[src/rtl/sso_defines.vh]
// constants for the servo status output block
`ifndef SSO_DEFINES_VH
`define SSO_DEFINES_VH

// output-terminal assignment codes
`define SSO_CODE_DYN_BRAKE  8'h05
`define SSO_CODE_ZERO_DEV   8'h08
`define SSO_CODE_ZERO_SPEED 8'h09
`define SSO_CODE_BRAKE_TIME 8'h0b
`define SSO_NUM_OUTPUTS     4

// brake operation time: units of 10 ms, legal 1..999, reset value 0
`define SSO_BRAKE_STEP_MS   10
`define SSO_BRAKE_MAX_STEPS 10'h3e7
`define SSO_BRAKE_RESET     10'h000
`define SSO_CLK_MHZ         100
// cycles in one 10 ms step at 100 MHz
`define SSO_STEP_CYCLES     27'h00f_4240

// severe alarm vector bit positions
`define SSO_ALM_OC1       0
`define SSO_ALM_OC2       1
`define SSO_ALM_OVERSPEED 2
`define SSO_ALM_OVERVOLT  3
`define SSO_ALM_ENC       4
`define SSO_ALM_CTRL_PWR  5
`define SSO_ALM_MEMORY    6
`define SSO_ALM_REGEN_OH  7
`define SSO_ALM_ENC_COMM  8
`define SSO_ALM_DUP_ASSGN 9
`define SSO_ALM_OVERLOAD  10
`define SSO_ALM_WIDTH     11

`endif

[src/rtl/sso_status_outputs.v]
// servo status outputs: dynamic brake, zero flags, brake timing, terminals
//
// Behaviour
// - code 5 puts dynamic brake on terminal
// - severe alarm other than overload alone coasts motor at once
// - overload decelerates first, then coasts
// - dynamic brake latched until alarm reset
// - position mode: zero deviation within width
// - other modes hold zero deviation on
// - code 8 puts zero deviation on terminal
// - zero speed when speed within width
// - code 9 puts zero speed on terminal
// - brake timing follows servo-on input, held off by a severe alarm or latched dynamic brake
// - code 11 routes brake timing, else off
// - four codes select four output terminals
// - brake time 0.01 to 9.99 s steps
`timescale 1ns/1ps
`default_nettype none
`include "sso_defines.vh"

module sso_status_outputs (
  input  wire                      core_clk,
  input  wire                      rst,
  input  wire                      servo_on,
  input  wire                      alarm_reset,
  input  wire [`SSO_ALM_WIDTH-1:0] severe_alarm,
  input  wire                      decel_done,
  input  wire                      position_mode,
  input  wire [31:0]               position_deviation,
  input  wire [15:0]               zero_dev_width,
  input  wire [15:0]               motor_speed,
  input  wire [15:0]               zero_speed_width,
  input  wire [9:0]                brake_time,
  input  wire [7:0]                assign_code_1,
  input  wire [7:0]                assign_code_2,
  input  wire [7:0]                assign_code_3,
  input  wire [7:0]                assign_code_4,
  output wire [3:0]                sequence_output,
  output wire                      first_sequence_output,
  output reg                       dyn_brake,
  output reg                       zero_dev,
  output reg                       zero_speed,
  output reg                       brake_timing,
  output reg                       motor_drive,
  output reg                       max_decel,
  output reg                       brake_pending
);

  localparam [26:0] STEP_CYCLES = `SSO_STEP_CYCLES;

  // drive states; coast is where reset and every alarm path land
  localparam [1:0] ST_RUN   = 2'h0;
  localparam [1:0] ST_HOLD  = 2'h1;
  localparam [1:0] ST_DECEL = 2'h2;
  localparam [1:0] ST_COAST = 2'h3;

  reg  [1:0]  state;
  reg  [1:0]  next_state;
  reg  [26:0] step_cnt;
  reg  [9:0]  steps_left;
  reg         servo_on_q;
  wire        any_severe;
  wire        overload_only;
  wire [31:0] dev_mag;
  wire [9:0]  brake_steps;
  wire [7:0]  codes [0:3];

  // magnitude of the signed position deviation
  function [31:0] abs32;
    input [31:0] v;
    begin
      abs32 = v[31] ? (~v + 32'h0000_0001) : v;
    end
  endfunction

  assign dev_mag = abs32(position_deviation);
  assign any_severe = |severe_alarm;
  assign overload_only = severe_alarm[`SSO_ALM_OVERLOAD] &&
                         ~|severe_alarm[`SSO_ALM_OVERLOAD-1:0];
  assign brake_steps = (brake_time > `SSO_BRAKE_MAX_STEPS) ? `SSO_BRAKE_MAX_STEPS
                                                           : brake_time;

  always @(posedge core_clk) begin
    if (rst) begin
      zero_dev   <= 1'b1;
      zero_speed <= 1'b1;
    end else begin
      zero_dev   <= ~position_mode || (dev_mag <= {16'h0000, zero_dev_width});
      zero_speed <= motor_speed <= zero_speed_width;
    end
  end

  // dynamic brake latched; a new alarm wins over reset
  always @(posedge core_clk) begin
    if (rst) begin
      dyn_brake <= 1'b0;
    end else if (any_severe) begin
      dyn_brake <= 1'b1;
    end else if (alarm_reset) begin
      dyn_brake <= 1'b0;
    end
  end

  // drive state machine
  always @* begin
    next_state = state;
    case (state)
      ST_RUN: begin
        if (servo_on_q && !servo_on) begin
          next_state = (brake_steps == 10'h000) ? ST_COAST : ST_HOLD;
        end else if (!servo_on) begin
          next_state = ST_COAST;
        end
      end
      ST_HOLD: begin
        if (steps_left == 10'h000) begin
          next_state = ST_COAST;
        end
      end
      ST_DECEL: begin
        if (decel_done) begin
          next_state = ST_COAST;
        end
      end
      ST_COAST: begin
        if (servo_on && !dyn_brake) begin
          next_state = ST_RUN;
        end
      end
      default: next_state = ST_COAST;
    endcase
    // severe alarm coasts at once, overload alone decelerates first
    // the override follows the case so that it wins over each state's own transition, except in decel under overload alone
    if (any_severe) begin
      if (state == ST_COAST) begin
        // dyn_brake only rises next edge, so servo-on must not restart now
        next_state = ST_COAST;
      end else if (state == ST_DECEL) begin
        // a second alarm beside overload ends the deceleration
        if (!overload_only) begin
          next_state = ST_COAST;
        end
      end else begin
        next_state = overload_only ? ST_DECEL : ST_COAST;
      end
    end
  end

  // state, servo-on history and brake hold timer
  always @(posedge core_clk) begin
    if (rst) begin
      state      <= ST_COAST;
      servo_on_q <= 1'b0;
      step_cnt   <= 27'h000_0000;
      steps_left <= 10'h000;
    end else begin
      state      <= next_state;
      servo_on_q <= servo_on;
      if (state != ST_HOLD) begin
        step_cnt   <= 27'h000_0000;
        steps_left <= brake_steps;
      end else if (step_cnt == STEP_CYCLES - 27'h000_0001) begin
        step_cnt   <= 27'h000_0000;
        steps_left <= steps_left - 10'h001;
      end else begin
        step_cnt <= step_cnt + 27'h000_0001;
      end
    end
  end

  // drive outputs follow the next state so coasting is same-edge
  always @(posedge core_clk) begin
    if (rst) begin
      motor_drive   <= 1'b0;
      max_decel     <= 1'b0;
      brake_timing  <= 1'b0;
      brake_pending <= 1'b0;
    end else begin
      motor_drive   <= next_state != ST_COAST;
      max_decel     <= next_state == ST_DECEL;
      // release brake while servo-on and running
      brake_timing  <= next_state == ST_RUN && servo_on;
      brake_pending <= next_state == ST_HOLD;
    end
  end

  // flatten the code ports so the generate loop can index them
  assign codes[0] = assign_code_1;
  assign codes[1] = assign_code_2;
  assign codes[2] = assign_code_3;
  assign codes[3] = assign_code_4;

  genvar i;
  generate
    for (i = 0; i < `SSO_NUM_OUTPUTS; i = i + 1) begin : g_term
      sso_output_mux sso_output_mux_inst (
        .core_clk     (core_clk),
        .rst          (rst),
        .assign_code  (codes[i]),
        .dyn_brake    (dyn_brake),
        .zero_dev     (zero_dev),
        .zero_speed   (zero_speed),
        .brake_timing (brake_timing),
        .terminal     (sequence_output[i])
      );
    end
  endgenerate

  // the first terminal also has a pin of its own
  assign first_sequence_output = sequence_output[0];

endmodule
`default_nettype wire

[src/rtl/sso_output_mux.v]
// one sequence output terminal: picks a function by assignment code
`timescale 1ns/1ps
`default_nettype none
`include "sso_defines.vh"

module sso_output_mux (
  input  wire       core_clk,
  input  wire       rst,
  input  wire [7:0] assign_code,
  input  wire       dyn_brake,
  input  wire       zero_dev,
  input  wire       zero_speed,
  input  wire       brake_timing,
  output reg        terminal
);

  reg next_terminal;

  // route by code; unknown codes give a quiet low terminal
  always @* begin
    case (assign_code)
      `SSO_CODE_DYN_BRAKE:  next_terminal = dyn_brake;
      `SSO_CODE_ZERO_DEV:   next_terminal = zero_dev;
      `SSO_CODE_ZERO_SPEED: next_terminal = zero_speed;
      `SSO_CODE_BRAKE_TIME: next_terminal = brake_timing;
      default:              next_terminal = 1'b0;
    endcase
  end

  // registered so the terminal never glitches on a code change
  always @(posedge core_clk) begin
    if (rst) begin
      terminal <= 1'b0;
    end else begin
      terminal <= next_terminal;
    end
  end

endmodule
`default_nettype wire

[config.mk]
export PLATFORM = sky130hd
export DESIGN_NAME = sso_status_outputs
export DESIGN_NICKNAME = d
export VERILOG_FILES = /design/src/rtl/sso_status_outputs.v /design/src/rtl/sso_output_mux.v
export VERILOG_INCLUDE_DIRS = /design/src /design/src/rtl
export SDC_FILE = /design/constraint.sdc
export NUM_CORES = 1
export LEC_CHECK = 0
export ABC_AREA = 1
export BUFFER_PORTS_ARGS = -buffer_cell sky130_fd_sc_hd__buf_2
export CORE_MARGIN = 4
export CORE_UTILIZATION = 52
export DETAILED_ROUTE_END_ITERATION = 7
export PLACE_DENSITY_LB_ADDON = 0.15
export REMOVE_ABC_BUFFERS = 1
export SYNTH_ARGS = -nofsm -noshare
export SYNTH_HDL_FRONTEND = slang
export SYNTH_SLANG_ARGS = --single-unit
export TNS_END_PERCENT = 30
[constraint.sdc]
create_clock -name core_clk -period 3.05 [get_ports core_clk]
set_clock_uncertainty 0.2 [all_clocks]
set_input_delay 0.915 -clock core_clk [delete_from_list [all_inputs] [get_ports core_clk]]
set_output_delay 0.915 -clock core_clk [all_outputs]
set_load 0.005 [all_outputs]
==> results.json <==
{
  "status": "finished, final reports clean",
  "cellPowerDensity_mw_per_mm2": 265,
  "relSlewSlack_pct": 67.0,
  "timing.rr.end": "step_cnt[18]",
  "die-width_um": 103,
  "cts_resized": 0,
  "remaining_design_rule_violation_count": 0,
  "tightestPinTransition_ns": 0.491,
  "fin_ws_ns": 0.268,
  "vdd.ir_drop.worst_mv": 0.221,
  "port_buffers": 150,
  "vias_per_cell": 5.09,
  "cts.root.buffer_cell": "clkbuf_8",
  "worst_path_cell_trace": "buf_2 -> nor2_1 -> nand2_1 -> nor2_2 -> a21oi_1 -> xor2_1 -> ha_1 -> nand2_1 -> inv_1 -> o21ai_0 -> a21oi_1 -> nor2_1 -> nand2_1 -> nand2_1 -> nand3_1 -> nor2_1 -> nand2_1 -> nand2_1",
  "finalWeightedCongestion": 0.930,
  "count_of_endpoints_failing_setup_in_the_final_report": 0,
  "share_comb_of_total_power_pct": 28.1,
  "fillers": 851,
  "final_antenna_net_count": 0,
  "syn-instance-count": 761,
  "clk_transition_reported_paths_ns": 0.08,
  "cts_hold_buffers": 0,
  "grt_setup_unrepaired": "no",
  "critical_path.slowest_cell": "ha_1",
  "grt_pass1_wl_um": 19800,
  "grt_overflow_total": 0,
  "worst_setup_path_startpoint": "position_deviation[1]",
  "maxClockFrequency_mhz": 360,
  "postCtsSetupBuffers": 0,
  "synth.ff_latch_count": 51,
  "critPathKind": "input port to register",
  "yosysWarningCount": 0,
  "r2r_cells": 8,
  "cts_max_level": 2,
  "core_mm2": 0.00872,
  "worst-endpoint-required_ns": 3.10,
  "timing.critical_path.to": "zero_dev",
  "syn-mean-instance-area_um2": 6.12,
  "detailedPlace.worstSlack_ns": -0.0392,
  "synth.lib_cells_used.distinct": 41,
  "pin_count": 151,
  "placed_cell_area_mm2": 0.00556,
  "cts_made_buffers": 5,
  "tot_gr_track_use_pct": 22.6,
  "areaGrowthSynthToFinish_pct": 21.1,
  "share_of_total_power_in_the_clock_network_pct": 26.0,
  "synth_largest_type_area_fraction_pct": 21.9,
  "die_height_um": 103,
  "static-leakage-power_nw": 2.81,
  "regToRegSetupSlack_ns": 0.98,
  "final_cells": 1027,
  "post_route_cells_drive_above_1_share_pct": 21.9,
  "post_synth_main_area_contributors": "dfxtp_1, nand2_1, ha_1, inv_1, nor2_1",
  "antenna_found_initial": 0,
  "final_core_util_pct": 64.7,
  "cp_data_arrival_time_ns": 2.83,
  "worst-path-buf-inv": 2,
  "detailedPlacementHpwl_um": 10400,
  "switching_share_pct": 31.2,
  "worst_min_delay_path_class": "register to register",
  "clkSinkCount": 51,
  "worst_setup_ep_type": "register",
  "number_of_global_route_vias_before_repair": 4851,
  "dieArea_mm2": 0.0105,
  "insertion_delay_ns": 0.31,
  "final_max_slew_viol_count": 0,
  "antenna_cells": 0,
  "synth_sequential_area_ratio_pct": 21.9,
  "fp-row-count": 34,
  "postRouteWirelength_um": 12400,
  "cpLargestDelayFamily": "simple AND/OR/NAND/NOR gates",
  "synth.cell_area_mm2": 0.00466,
  "start_util_pct": 53.4,
  "grt_start_max_net_pins": 22,
  "post-synth-top-area-cell": "dfxtp_1",
  "crit-reg2reg-launch": "step_cnt[4]",
  "int_power_mw": 1.03,
  "final_period_minus_worst_setup_slack_ns": 2.78,
  "path_common_cell": "nand2_1",
  "drt_iter0_drc": 155,
  "power.net_switching_uw": 465,
  "seq_power_share_pct": 45.9,
  "numPlacedInstances": 1019,
  "crit_path_start_kind": "input port",
  "cp.depth": 18,
  "wl_per_cell_um": 12.0,
  "max_stage_delay_ns": 0.29,
  "nets": 1092,
  "pre_antenna_drt_iters": 5,
  "worstPathMaxFanout": 5,
  "fin_crit_sh_pct": 91.2,
  "cts-root-to-sink-buffers": 2,
  "post-route-cell-area_mm2": 0.00564,
  "max-cap-violations": 0,
  "tritoncts": "built",
  "routed-via-count": 5232,
  "timing.final.hold_violations": 0
}
[routing by layer]
metal	vias up	global-route usage, %	part of all wire (%)
met1	2322	29.1	44
met3	15	3.59	4.8
li1	2765	-	-
met4	0	5.85	1.2
met5	-	0	0
met2	130	39.2	50
[how the worst min path moves through the flow]
stage / slack (ns) / cells past startpoint / from / end
after floorplan: 0.23 / 1 / step_cnt[0] / step_cnt[0]
after global placement: 0.25 / 1 / step_cnt[0] / step_cnt[0]
after detailed placement: 0.26 / 1 / step_cnt[0] / step_cnt[0]
after CTS: 0.28 / 1 / step_cnt[0] / step_cnt[0]
after global routing: 0.30 / 1 / step_cnt[0] / step_cnt[0]
final: 0.28 / 1 / step_cnt[0] / step_cnt[0]
[power by group through the flow]
stage          Sequential (mW)  Clock (mW)  Combinational, mW
2_1_floorplan            0.698           0              0.235
3_3_place_gp             0.700           0              0.404
3_5_place_dp             0.700           0              0.417
4_1_cts                  0.685       0.393              0.420
5_1_grt                  0.687       0.423              0.483
6_report                 0.685       0.388              0.420
[cells in the final DEF, fill, tap and decap left out, drive strengths merged, types with 26 or more instances in the layout]
master / n
a21oi: 40
buf: 165
dfxtp: 51
ha: 35
inv: 118
nand2: 187
nand3: 49
nand4: 26
nor2: 115
o21ai: 40
[cell usage after synthesis]
| cell | instances |
|---|---|
| a21boi_0 | 1 |
| a21oi_2 | 1 |
| ha_1 | 35 |
| nand2_1 | 180 |
| nor3b_1 | 1 |
| a31oi_1 | 7 |
| buf_6 | 3 |
| dfxtp_1 | 51 |
| nand3_1 | 47 |
| nand2_2 | 5 |
| or4_1 | 1 |
| a21oi_1 | 39 |
| nor4_1 | 7 |
| o31ai_1 | 2 |
| or2_0 | 2 |
| nor2_2 | 3 |
| nand4_1 | 24 |
| buf_4 | 4 |
| o21a_1 | 1 |
| nor3_2 | 3 |
| nor3_4 | 1 |
| xnor2_1 | 11 |
| or2_2 | 4 |
| xor2_1 | 14 |
| o2111ai_1 | 1 |
| inv_2 | 3 |
| o21ai_0 | 38 |
| o211ai_1 | 2 |
| nand3b_1 | 4 |
| o21bai_1 | 1 |
| buf_2 | 5 |
| nor2_1 | 109 |
| nand2_4 | 2 |
| inv_1 | 115 |
| nand3_2 | 2 |
| nor3_1 | 20 |
| o21ai_1 | 2 |
| clkbuf_1 | 3 |
| nand4_4 | 2 |
| nor2_4 | 3 |
| a211oi_1 | 2 |
[flip-flops by register name, summed over array words and instances (netlist names)]
name                                 cells
zero_dev                                 1
servo_on_q                               1
dyn_brake                                1
brake_timing                             1
zero_speed                               1
brake_pending                            1
g_term.sso_output_mux_inst.terminal      4
state                                    2
steps_left                              10
max_decel                                1
motor_drive                              1
step_cnt                                27
[metrics by stage]
step	hold slack [ns]	setup TNS [ns]	total power, mW
final	0.282	0	1.49
after global routing	0.299	0	1.59
after CTS	0.280	0	1.50
after detailed placement	0.260	-0.0392	1.12
after global placement	0.246	0	1.10
after floorplan	0.230	0	0.934
[kinds of logic after synthesis]
group           after synthesis  share of synthesized area, %
xor+xnor                     25                          4.70
fa+ha+maj                    35                          9.40
buf+inv                     133                          11.7
flops                        51                          21.9
simple gates                420                          41.1
compound gates               97                          11.3
[layout make-up]
| cell class | instances | area (um^2) | area share (%) |
|---|---|---|---|
| multi-input combinational | 577 | 3090 | 54.8 |
| sequential | 51 | 1020 | 18.1 |
| timing repair buffer | 165 | 863 | 15.3 |
| inverter | 118 | 443 | 7.85 |
| tap | 108 | 135 | 2.40 |
| clock buffer | 6 | 72.6 | 1.29 |
| clock inverter | 2 | 12.5 | 0.222 |
(Power assumes the default switching activity.)
